**src/hdl/tcg_defs.svh**
```systemverilog
// Constants for the timer clock, gate and reload block.
// Assumes the includer provides the module context; definitions only.
`ifndef TCG_DEFS_SVH
`define TCG_DEFS_SVH
// --------------------------------
// Special function register addresses and pages
// --------------------------------
`define TCG_ADDR_TL1      8'h8b
`define TCG_ADDR_TH0      8'h8c
`define TCG_ADDR_TH1      8'h8d
`define TCG_ADDR_AUXCLK   8'ha3
`define TCG_ADDR_AUXPAGED 8'ha4
`define TCG_PAGE_PIN0     4'h0
`define TCG_PAGE_PIN1     4'h1
`define TCG_PAGE_GATE     4'h6
// --------------------------------
// Field positions
// --------------------------------
`define TCG_BIT_T1_PRESCALE 3
`define TCG_BIT_T0_PRESCALE 2
`define TCG_BIT_T1_CLKOUT   1
`define TCG_BIT_T0_CLKOUT   0
`define TCG_FLD_T0_ROUTE    7:6
`define TCG_BIT_T0_EXTRA    0
`define TCG_FLD_T1_ROUTE    5:4
`define TCG_BIT_T1_GATE1    5
`define TCG_BIT_T0_GATE1    4
// --------------------------------
// Reset values and counts
// --------------------------------
`define TCG_RESET_BYTE  8'h00
`define TCG_RESET_WORD  16'h0000
`define TCG_T2_TOP      16'hffff
`define TCG_DIV12_LAST  4'hb
`define TCG_DIV4_LAST   2'h3
`endif

```
**src/hdl/tcg_pkg.sv**
```systemverilog
// Types for the timer clock, gate and reload block.
// Assumes nothing of its surroundings.
package tcg_pkg;
  // Timer 0 (and timer 2) count source {extra, prescale, counter}
  typedef enum logic [2:0] {
    TCG_SRC_DIV12  = 3'b000,
    TCG_SRC_PIN    = 3'b001,
    TCG_SRC_SYS    = 3'b010,
    TCG_SRC_LSOSC  = 3'b011,
    TCG_SRC_DIV48  = 3'b100,
    TCG_SRC_WDT    = 3'b101,
    TCG_SRC_DIV192 = 3'b110,
    TCG_SRC_T1OVF  = 3'b111
  } tcg_src8_e;
  // Timer 1 count source {prescale, counter}
  typedef enum logic [1:0] {
    TCG_T1_DIV12 = 2'b00,
    TCG_T1_PIN   = 2'b01,
    TCG_T1_SYS   = 2'b10,
    TCG_T1_DIV48 = 2'b11
  } tcg_src4_e;
  // Timer 0 pin route
  typedef enum logic [1:0] {
    TCG_T0_P34 = 2'b00,
    TCG_T0_P44 = 2'b01,
    TCG_T0_P22 = 2'b10,
    TCG_T0_P26 = 2'b11
  } tcg_t0pin_e;
  // Timer 1 pin route, code 10 reserved
  typedef enum logic [1:0] {
    TCG_T1_P35  = 2'b00,
    TCG_T1_P45  = 2'b01,
    TCG_T1_RSVD = 2'b10,
    TCG_T1_P26  = 2'b11
  } tcg_t1pin_e;
  // Timer 2 reload modes
  typedef enum logic {
    TCG_T2_AR     = 1'b0,
    TCG_T2_AR_EXT = 1'b1
  } tcg_t2mode_e;
endpackage : tcg_pkg

```
**src/hdl/tcg_edge_sync.sv**
```systemverilog
// Two-stage synchroniser with rise and fall pulses.
// Assumes the input is asynchronous to clk and slower than clk/2.
`timescale 1ns/100ps
module tcg_edge_sync (
  // Clock and reset
  input  wire logic clk,
  input  wire logic rst_n,
  // Asynchronous level
  input  wire logic asyncIn,
  // Synchronised results
  output logic      levelOut,
  output logic      risePulse,
  output logic      fallPulse
);
  logic stage1_r;
  logic stage2_r;
  logic stage3_r;

  // Stage 1 is read only by stage 2
  always_ff @(posedge clk or negedge rst_n) begin
    if (!rst_n) begin
      stage1_r <= 1'b0;
      stage2_r <= 1'b0;
      stage3_r <= 1'b0;
    end else begin
      stage1_r <= asyncIn;
      stage2_r <= stage1_r;
      stage3_r <= stage2_r;
    end
  end

  // Edges from successive synchronised samples
  assign levelOut  = stage2_r;
  assign risePulse = stage2_r & ~stage3_r;
  assign fallPulse = ~stage2_r & stage3_r;
endmodule : tcg_edge_sync

```
**src/hdl/tcg_timer_clock_gate.sv**
```systemverilog
// Timer 0/1 clock, gate and pin selection; timer 2 reload modes 0 and 1.
// Assumes a CPU-side SFR port on clk; timer 0/1 mode logic lives outside.
`timescale 1ns/100ps
`include "tcg_defs.svh"
module tcg_timer_clock_gate (
  // Clock and reset
  input  wire logic       clk,
  input  wire logic       rst_n,
  // SFR port
  input  wire logic [3:0] sfrPage,
  input  wire logic [7:0] sfrAddr,
  input  wire logic       sfrWrite,
  input  wire logic       sfrRead,
  input  wire logic [7:0] sfrWdata,
  output logic      [7:0] sfrRdata,
  // Same-domain event and gate sources
  input  wire logic       watchdogPrescalerOut,
  input  wire logic       tmr1OverflowEvent,
  input  wire logic       tmr0OverflowEvent,
  input  wire logic       externalInterruptZero,
  input  wire logic       externalInterruptOne,
  input  wire logic       keypadInterrupt,
  input  wire logic       serial0TxFlag,
  // Asynchronous oscillator
  input  wire logic       lowSpeedInternalOsc,
  // Port pins
  input  wire logic       p34In,
  input  wire logic       p44In,
  input  wire logic       p22In,
  input  wire logic       p26In,
  input  wire logic       p35In,
  input  wire logic       p45In,
  output logic      [5:0] pinOut,
  output logic      [5:0] pinOe,
  // Timer 0/1 handoff to mode logic
  output logic            tmr0CountTick,
  output logic            tmr1CountTick,
  output logic            tmr0GateOpen,
  output logic            tmr1GateOpen,
  output logic      [7:0] tmr0CountHigh,
  output logic      [7:0] tmr1CountLow,
  output logic      [7:0] tmr1CountHigh,
  // Timer 2 control
  input  wire logic       tmr2Run,
  input  wire logic       tmr2ModeSel,
  input  wire logic [2:0] tmr2ClkSel,
  input  wire logic [2:0] tmr2ExtSel,
  input  wire logic [7:0] tmr2ExtSources,
  input  wire logic       tmr2CountPin,
  input  wire logic       tmr2FallingEdgeEnable,
  input  wire logic       tmr2RisingEdgeEnable,
  input  wire logic       tmr2OverflowIrqIgnore,
  input  wire logic       tmr2IrqEnable,
  input  wire logic [7:0] tmr2ReloadLow,
  input  wire logic [7:0] tmr2ReloadHigh,
  input  wire logic       tmr2OverflowClear,
  input  wire logic       tmr2ExternalClear,
  // Timer 2 status
  output logic      [7:0] tmr2CountLow,
  output logic      [7:0] tmr2CountHigh,
  output logic            tmr2OverflowFlag,
  output logic            tmr2ExternalFlag,
  output logic            tmr2OverflowEvent,
  output logic            tmr2IrqRequest
);
  // --------------------------------
  // Register file
  // --------------------------------
  logic [7:0]  th0_r, tl1_r, th1_r;
  logic [3:0]  auxClk_r;
  logic [1:0]  t0Route_r, t1Route_r;
  logic        t0Extra_r, t1Gate1_r, t0Gate1_r;
  logic        selPaged;
  assign selPaged = (sfrAddr == `TCG_ADDR_AUXPAGED);
  // Writes; paged address decoded by SFR page
  always_ff @(posedge clk or negedge rst_n) begin
    if (!rst_n) begin
      th0_r     <= `TCG_RESET_BYTE;
      tl1_r     <= `TCG_RESET_BYTE;
      th1_r     <= `TCG_RESET_BYTE;
      auxClk_r  <= 4'h0;
      t0Route_r <= 2'b00;
      t1Route_r <= 2'b00;
      t0Extra_r <= 1'b0;
      t1Gate1_r <= 1'b0;
      t0Gate1_r <= 1'b0;
    end else if (sfrWrite) begin
      if (sfrAddr == `TCG_ADDR_TH0) th0_r <= sfrWdata;
      if (sfrAddr == `TCG_ADDR_TL1) tl1_r <= sfrWdata;
      if (sfrAddr == `TCG_ADDR_TH1) th1_r <= sfrWdata;
      if (sfrAddr == `TCG_ADDR_AUXCLK) auxClk_r <= sfrWdata[3:0];
      if (selPaged && sfrPage == `TCG_PAGE_PIN0) begin
        t0Route_r <= sfrWdata[`TCG_FLD_T0_ROUTE];
        t0Extra_r <= sfrWdata[`TCG_BIT_T0_EXTRA];
      end
      if (selPaged && sfrPage == `TCG_PAGE_PIN1) t1Route_r <= sfrWdata[`TCG_FLD_T1_ROUTE];
      if (selPaged && sfrPage == `TCG_PAGE_GATE) begin
        t1Gate1_r <= sfrWdata[`TCG_BIT_T1_GATE1];
        t0Gate1_r <= sfrWdata[`TCG_BIT_T0_GATE1];
      end
    end
  end
  // Registered read data; bits owned by other blocks read zero
  always_ff @(posedge clk or negedge rst_n) begin
    if (!rst_n) begin
      sfrRdata <= `TCG_RESET_BYTE;
    end else if (sfrRead) begin
      sfrRdata <= `TCG_RESET_BYTE;
      if (sfrAddr == `TCG_ADDR_TH0) sfrRdata <= th0_r;
      if (sfrAddr == `TCG_ADDR_TL1) sfrRdata <= tl1_r;
      if (sfrAddr == `TCG_ADDR_TH1) sfrRdata <= th1_r;
      if (sfrAddr == `TCG_ADDR_AUXCLK) sfrRdata <= {4'h0, auxClk_r};
      if (selPaged && sfrPage == `TCG_PAGE_PIN0) sfrRdata <= {t0Route_r, 5'b0_0000, t0Extra_r};
      if (selPaged && sfrPage == `TCG_PAGE_PIN1) sfrRdata <= {2'b00, t1Route_r, 4'h0};
      if (selPaged && sfrPage == `TCG_PAGE_GATE) sfrRdata <= {2'b00, t1Gate1_r, t0Gate1_r, 4'h0};
    end
  end
  assign tmr0CountHigh = th0_r;
  assign tmr1CountLow  = tl1_r;
  assign tmr1CountHigh = th1_r;
  // --------------------------------
  // Prescaler: /12, /48, /192 share one chain
  // --------------------------------
  logic [3:0] div12_r;
  logic [1:0] div48_r, div192_r;
  logic       tick12, tick48, tick192;
  assign tick12  = (div12_r == `TCG_DIV12_LAST);
  assign tick48  = tick12 && (div48_r == `TCG_DIV4_LAST);
  assign tick192 = tick48 && (div192_r == `TCG_DIV4_LAST);
  // Chained dividers keep the three rates phase-aligned
  always_ff @(posedge clk or negedge rst_n) begin
    if (!rst_n) begin
      div12_r  <= 4'h0;
      div48_r  <= 2'b00;
      div192_r <= 2'b00;
    end else begin
      div12_r <= tick12 ? 4'h0 : div12_r + 4'h1;
      if (tick12) div48_r <= div48_r + 2'b01;
      if (tick48) div192_r <= div192_r + 2'b01;
    end
  end
  // --------------------------------
  // Pin routing and synchronised count inputs
  // --------------------------------
  tcg_pkg::tcg_t0pin_e t0Pin;
  tcg_pkg::tcg_t1pin_e t1Pin;
  logic t0PinRaw, t1PinRaw, t0PinRise, t1PinRise, oscRise, t2PinRise;
  assign t0Pin = tcg_pkg::tcg_t0pin_e'(t0Route_r);
  assign t1Pin = tcg_pkg::tcg_t1pin_e'(t1Route_r);
  // Raw pin pick before the synchroniser
  always_comb begin
    unique case (t0Pin)
      tcg_pkg::TCG_T0_P34: t0PinRaw = p34In;
      tcg_pkg::TCG_T0_P44: t0PinRaw = p44In;
      tcg_pkg::TCG_T0_P22: t0PinRaw = p22In;
      tcg_pkg::TCG_T0_P26: t0PinRaw = p26In;
    endcase
    unique case (t1Pin)
      tcg_pkg::TCG_T1_P35:  t1PinRaw = p35In;
      tcg_pkg::TCG_T1_P45:  t1PinRaw = p45In;
      tcg_pkg::TCG_T1_RSVD: t1PinRaw = 1'b0;  // Reserved: no pin
      tcg_pkg::TCG_T1_P26:  t1PinRaw = p26In;
    endcase
  end
  // Edge capture needs the source below clk/2
  tcg_edge_sync uT0Pin (.clk(clk), .rst_n(rst_n), .asyncIn(t0PinRaw),
    .levelOut(), .risePulse(t0PinRise), .fallPulse());
  tcg_edge_sync uT1Pin (.clk(clk), .rst_n(rst_n), .asyncIn(t1PinRaw),
    .levelOut(), .risePulse(t1PinRise), .fallPulse());
  tcg_edge_sync uOsc (.clk(clk), .rst_n(rst_n), .asyncIn(lowSpeedInternalOsc),
    .levelOut(), .risePulse(oscRise), .fallPulse());
  tcg_edge_sync uT2Pin (.clk(clk), .rst_n(rst_n), .asyncIn(tmr2CountPin),
    .levelOut(), .risePulse(t2PinRise), .fallPulse());
  // --------------------------------
  // Count clock selection
  // --------------------------------
  tcg_pkg::tcg_src8_e t0Src, t2Src;
  tcg_pkg::tcg_src4_e t1Src;
  logic               t2Tick;
  logic               tmr0CounterSelect, tmr1CounterSelect;
  // Counter-select bits live in the mode register outside this block
  assign tmr0CounterSelect = 1'b0;
  assign tmr1CounterSelect = 1'b0;
  assign t0Src = tcg_pkg::tcg_src8_e'({t0Extra_r,
    auxClk_r[`TCG_BIT_T0_PRESCALE], tmr0CounterSelect});
  assign t1Src = tcg_pkg::tcg_src4_e'({auxClk_r[`TCG_BIT_T1_PRESCALE],
    tmr1CounterSelect});
  assign t2Src = tcg_pkg::tcg_src8_e'(tmr2ClkSel);
  // Eight-way source pick, shared by timer 0 and timer 2
  function automatic logic pick8(input tcg_pkg::tcg_src8_e src,
                                 input logic pinEdge);
    unique case (src)
      tcg_pkg::TCG_SRC_DIV12:  pick8 = tick12;
      tcg_pkg::TCG_SRC_PIN:    pick8 = pinEdge;
      tcg_pkg::TCG_SRC_SYS:    pick8 = 1'b1;
      tcg_pkg::TCG_SRC_LSOSC:  pick8 = oscRise;
      tcg_pkg::TCG_SRC_DIV48:  pick8 = tick48;
      tcg_pkg::TCG_SRC_WDT:    pick8 = watchdogPrescalerOut;
      tcg_pkg::TCG_SRC_DIV192: pick8 = tick192;
      tcg_pkg::TCG_SRC_T1OVF:  pick8 = tmr1OverflowEvent;
    endcase
  endfunction : pick8
  // Tick selection for all three timers
  always_comb begin
    tmr0CountTick = pick8(t0Src, t0PinRise);
    t2Tick        = tmr2Run & pick8(t2Src, t2PinRise);
    unique case (t1Src)
      tcg_pkg::TCG_T1_DIV12: tmr1CountTick = tick12;
      tcg_pkg::TCG_T1_PIN:   tmr1CountTick = t1PinRise;
      tcg_pkg::TCG_T1_SYS:   tmr1CountTick = 1'b1;
      tcg_pkg::TCG_T1_DIV48: tmr1CountTick = tick48;
    endcase
  end
  // --------------------------------
  // Gating source selection
  // --------------------------------
  logic tmr0GateBit, tmr1GateBit;
  assign tmr0GateBit = 1'b0;  // Gate bits arrive with the mode register
  assign tmr1GateBit = 1'b0;
  // Gate open means counting allowed
  always_comb begin
    unique case ({t1Gate1_r, tmr1GateBit})
      2'b00: tmr1GateOpen = 1'b1;
      2'b01: tmr1GateOpen = externalInterruptOne;
      2'b10: tmr1GateOpen = keypadInterrupt;
      2'b11: tmr1GateOpen = serial0TxFlag;
    endcase
    unique case ({t0Gate1_r, tmr0GateBit})
      2'b00: tmr0GateOpen = 1'b1;
      2'b01: tmr0GateOpen = externalInterruptZero;
      2'b10: tmr0GateOpen = tmr2OverflowFlag;
      2'b11: tmr0GateOpen = keypadInterrupt;
    endcase
  end
  // --------------------------------
  // Clock outputs and pin drive
  // --------------------------------
  logic t0Clk_r, t1Clk_r;
  logic t0OutEn, t1OutEn;
  assign t0OutEn = auxClk_r[`TCG_BIT_T0_CLKOUT];
  assign t1OutEn = auxClk_r[`TCG_BIT_T1_CLKOUT];
  // Half-rate toggle on each overflow gives 50% duty
  always_ff @(posedge clk or negedge rst_n) begin
    if (!rst_n) begin
      t0Clk_r <= 1'b0;
      t1Clk_r <= 1'b0;
    end else begin
      t0Clk_r <= t0OutEn & (t0Clk_r ^ tmr0OverflowEvent);
      t1Clk_r <= t1OutEn & (t1Clk_r ^ tmr1OverflowEvent);
    end
  end
  // Pins [0..5] = P3.4 P4.4 P2.2 P2.6 P3.5 P4.5; timer 0 wins P2.6
  always_ff @(posedge clk or negedge rst_n) begin
    if (!rst_n) begin
      pinOut <= 6'b00_0000;
      pinOe  <= 6'b00_0000;
    end else begin
      pinOe[0] <= t0OutEn && t0Pin == tcg_pkg::TCG_T0_P34;
      pinOe[1] <= t0OutEn && t0Pin == tcg_pkg::TCG_T0_P44;
      pinOe[2] <= t0OutEn && t0Pin == tcg_pkg::TCG_T0_P22;
      pinOe[3] <= (t0OutEn && t0Pin == tcg_pkg::TCG_T0_P26) ||
                  (t1OutEn && t1Pin == tcg_pkg::TCG_T1_P26);
      pinOe[4] <= t1OutEn && t1Pin == tcg_pkg::TCG_T1_P35;
      pinOe[5] <= t1OutEn && t1Pin == tcg_pkg::TCG_T1_P45;
      pinOut   <= {t1Clk_r, t1Clk_r,
                   (t0OutEn && t0Pin == tcg_pkg::TCG_T0_P26) ? t0Clk_r : t1Clk_r,
                   t0Clk_r, t0Clk_r, t0Clk_r};
    end
  end
  // --------------------------------
  // Timer 2 external input and counter
  // --------------------------------
  logic        extRise, extFall, extEdge;
  logic [15:0] t2Count_r;
  logic        t2Ovf;
  tcg_pkg::tcg_t2mode_e t2Mode;
  assign t2Mode = tcg_pkg::tcg_t2mode_e'(tmr2ModeSel);
  // Selected input, then synchronised before edge detection
  tcg_edge_sync uT2Ext (.clk(clk), .rst_n(rst_n),
    .asyncIn(tmr2ExtSources[tmr2ExtSel]),
    .levelOut(), .risePulse(extRise), .fallPulse(extFall));
  assign extEdge = (tmr2FallingEdgeEnable & extFall) |
                   (tmr2RisingEdgeEnable & extRise);
  assign t2Ovf   = t2Tick && (t2Count_r == `TCG_T2_TOP);
  // Count, reload on overflow or, in mode 1, on the enabled edge
  always_ff @(posedge clk or negedge rst_n) begin
    if (!rst_n) begin
      t2Count_r <= `TCG_RESET_WORD;
    end else begin
      unique case (t2Mode)
        tcg_pkg::TCG_T2_AR: begin
          if (t2Ovf) t2Count_r <= {tmr2ReloadHigh, tmr2ReloadLow};
          else if (t2Tick) t2Count_r <= t2Count_r + 16'h0001;
        end
        tcg_pkg::TCG_T2_AR_EXT: begin
          if (t2Ovf || extEdge) t2Count_r <= {tmr2ReloadHigh, tmr2ReloadLow};
          else if (t2Tick) t2Count_r <= t2Count_r + 16'h0001;
        end
      endcase
    end
  end
  // Sticky flags; a set in the clear cycle wins
  always_ff @(posedge clk or negedge rst_n) begin
    if (!rst_n) begin
      tmr2OverflowFlag  <= 1'b0;
      tmr2ExternalFlag  <= 1'b0;
      tmr2OverflowEvent <= 1'b0;
    end else begin
      tmr2OverflowFlag  <= t2Ovf | (tmr2OverflowFlag & ~tmr2OverflowClear);
      tmr2ExternalFlag  <= extEdge | (tmr2ExternalFlag & ~tmr2ExternalClear);
      tmr2OverflowEvent <= t2Ovf;
    end
  end
  // Ignore blocks only the overflow flag
  assign tmr2IrqRequest = tmr2IrqEnable &
    ((tmr2OverflowFlag & ~tmr2OverflowIrqIgnore) | tmr2ExternalFlag);
  assign tmr2CountLow  = t2Count_r[7:0];
  assign tmr2CountHigh = t2Count_r[15:8];
endmodule : tcg_timer_clock_gate

```
**config.mk**
```make
export PLATFORM = sky130hd
export DESIGN_NAME = tcg_timer_clock_gate
export DESIGN_NICKNAME = d
export VERILOG_FILES = /design/src/hdl/tcg_pkg.sv /design/src/hdl/tcg_edge_sync.sv /design/src/hdl/tcg_timer_clock_gate.sv
export VERILOG_INCLUDE_DIRS = /design/src /design/src/hdl
export SDC_FILE = /design/constraint.sdc
export NUM_CORES = 1
export LEC_CHECK = 0
export BUFFER_PORTS_ARGS = -buffer_cell sky130_fd_sc_hd__buf_2
export CORE_UTILIZATION = 41
export DETAILED_ROUTE_END_ITERATION = 10
export PLACE_DENSITY = 0.67
export SLEW_MARGIN = 20
export SYNTH_ARGS = -nofsm -noshare
export SYNTH_HDL_FRONTEND = slang
export SYNTH_SLANG_ARGS = --single-unit
```
**constraint.sdc**
```tcl
create_clock -name clk -period 3.1 [get_ports clk]
set_clock_uncertainty 0.2 [all_clocks]
set_input_delay 0.465 -clock clk [delete_from_list [all_inputs] [get_ports clk]]
set_output_delay 0.465 -clock clk [all_outputs]
set_load 0.005 [all_outputs]
```
==> flow_summary_export.csv <==
group,metric,value,unit
drt,antenna_left,0,
clock_network,cts_max_level,3,
die,die_y,104,microns
sta,min_period_over_period,0.806,
layout,final_layout_size_suffix_gt1_frac,0.451,
clock_network,path_clk_slew,0.08,ns
yosys,synthCells,344,
die,ios,145,
yosys,synth_edf_count,0,
setup_path,max_stage_delay,0.38,ns
sta,max_clock_freq,400,MHz
clock_network,cts_tree,"done",
drt,routedWlPerCell,15.7,microns
setup_path,crit_type,"reg -> reg",
place,portBuffers,135,
setup_path,worstPathArrival,2.53,ns
global_routing,grt_pass1_vias,3269,
global_routing,grt.overflow.total,0,
outcome,outcome,"complete, no violations",
place,post-dp-hpwl,7.40,mm
clock_network,cts-root-buf,"clkbuf_8",
global_routing,grtUsageTotal,0.188,
global_routing,antenna_found_initial,0,
yosys,synth_seq_cells,90,
global_routing,grt_max_degree,49,
drt,drc,0,
yosys,async_flop_share,1.00,
setup_path,ff2ff_setup_slack,0.60,ns
yosys,synth_top_area_cell,"dfrtp_1",
power,p_total,2.73,mW
drt,dr.first_iter.drc_count,176,
layout,stdcell_area,0.00532,sq mm
sta,tightest_slew,0.669,ns
sta,slew_violations,0,
clock_network,hold_buffers,1,
die,core,0.00995,sq mm
setup_path,path_delay_family,"simple AND/OR/NAND/NOR gates",
die,dieArea,0.0109,sq mm
sta,rsz0062_at_grt,"no",
die,start_util,0.430,
clock_network,cts.sinks,90,
setup_path,worstPathRequired,3.13,ns
yosys,synth_fp_nets,425,
drt,viasPerCell,5.14,
die,rows,36,
clock_network,cts_resized,0,
global_routing,grt_pass1_wl,16.2,mm
drt,drt-pass1-iter-count,4,
setup_path,critPathMaxFanout,16,
clock_network,cts-buffers-inserted,9,
yosys,synth_cell_types,52,
clock_network,insertion_delay,0.35,ns
yosys,synthFlopType,"dfrtp_1",
yosys,ys_warn_count,0,
clock_network,post_cts_buffers,0,
yosys,synth.avg_cell_area,12.5,sq um
setup_path,start_kind,"flip-flop",
die,dieWidth,104,microns
yosys,yosys-top-cells-area,"dfrtp_1, mux2_2, xnor2_1",
layout,utilization,0.534,
sta,slew_headroom,0.554,
sta,finalHoldViolations,0,
place,dpl-instance-area,0.00514,sq mm
layout,syn_to_final_growth,24.2,%
setup_path,crit_slowest_cell,"dfrtp_1",
yosys,synth_top_area_share,0.526,
job,max_cap_viol_count,0,
sta,finalSetupTns,0,ns
hold_path,hp-class,"in -> reg",
clock_network,clk_path_buf_depth,2,
sta,timing.final.crit_period,2.50,ns
setup_path,critPathBufInv,2,
sta,finalSetupViolations,0,
place,place_congestion,0.808,
yosys,netlist_area,0.00428,sq mm
yosys,ys_seq_area_frac,0.526,
setup_path,worst_setup_path_end_kind,"flip-flop",
power,power_density,513,mW/mm^2
drt,vias,3231,
layout,nNetsFinal,572,
layout,diodes,0,
power,p_leak,2.68,nW
power,ir_drop,247,uV
setup_path,path_cells,"ha_1 > inv_1 > or2_4 > a32oi_4 > nand4_4 > o21ai_4 > buf_4 > mux2_2",
drt,drt_wl_total,9.85,mm
cells in the mapped netlist, drive strengths merged, types with 6 or more instances:
| master | instances |
|---|---|
| a21oi | 6 |
| a22oi | 6 |
| and2 | 9 |
| and3 | 8 |
| dfrtp | 90 |
| inv | 11 |
| mux2 | 56 |
| nand2 | 19 |
| nand3 | 11 |
| nand4 | 11 |
| nor2 | 20 |
| o21ai | 11 |
| xnor2 | 18 |
logic make-up after synthesis:
logic type,count (synthesis),synth area share
simple gates,108,0.146
flops,90,0.526
mux,58,0.166
compound gates,46,0.0874
xor+xnor,20,0.0409
buf+inv,18,0.0225
fa+ha+maj,4,0.0117
placed cells by master, fill, tap and decap left out, drive strengths merged, types with 5 or more instances in the layout:
| master | netlist | routed |
|---|---|---|
| a21oi | 6 | 6 |
| a22oi | 6 | 6 |
| and2 | 9 | 9 |
| and3 | 8 | 8 |
| and3b | 5 | 5 |
| buf | 5 | 142 |
| clkbuf | 2 | 13 |
| dfrtp | 90 | 90 |
| inv | 11 | 11 |
| mux2 | 56 | 56 |
| nand2 | 19 | 19 |
| nand3 | 11 | 11 |
| nand4 | 11 | 11 |
| nor2 | 20 | 20 |
| o21ai | 11 | 11 |
| o2bb2ai | 5 | 5 |
| xnor2 | 18 | 18 |
state kept, by name (all words and copies together) (netlist names), 3 cells and up:
register / flops
auxClk_r: 4
div12_r: 4
tmr1CountLow: 8
pinOut: 3
tmr1CountHigh: 8
sfrRdata: 8
tmr0CountHigh: 8
pinOe: 6
t2Count_r: 16
stage by stage:
stage	hold slack [ns]	setup WS, ns	cells
floorplan	-0.0306	0.772	344
global placement	0.134	0.448	612
detailed placement	0.135	0.395	612
CTS	0.0213	0.581	628
global route	0.0181	0.463	628
finish	0.0437	0.600	628
power by group:
part | switching (mW) | internal, mW | total (mW)
logic | 0.241 | 0.333 | 0.574
clock network | 0.398 | 0.331 | 0.729
registers | 0.133 | 1.30 | 1.43
total | 0.772 | 1.96 | 2.73
layout make-up:
cell class                      count  area (sq um)
Clock buffer                       13           159
Clock inverter                      2          12.5
Fill cell                         913          4640
Inverter                           11          41.3
Multi-Input combinational cell    236          1930
Sequential cell                    90          2250
Tap cell                          133           166
Timing Repair Buffer              143           753
worst paths after layout:
| path | to | startpoint | depth (start not counted) |
|---|---|---|---|
| max | t2Count_r[2] | div12_r[0] | 8 |
| min in group asynchronous | tmr1CountLow[2] | rst_n | 2 |
| max in group asynchronous | t0Pin[1] | rst_n | 3 |
| min | uOsc.stage1_r | lowSpeedInternalOsc | 1 |
| max reg2reg | t2Count_r[2] | div12_r[0] | 8 |
| min reg2reg | uT2Pin.levelOut | uT2Pin.stage1_r | 0 |
metal layers:
metal	GRT usage	up-vias	share of wire
met3	0.0464	14	0.051
met5	0	-	0
met4	0.0622	0	0.019
met2	0.297	96	0.47
met1	0.254	1572	0.46
li1	-	1549	-
(Power assumes the default switching activity.)
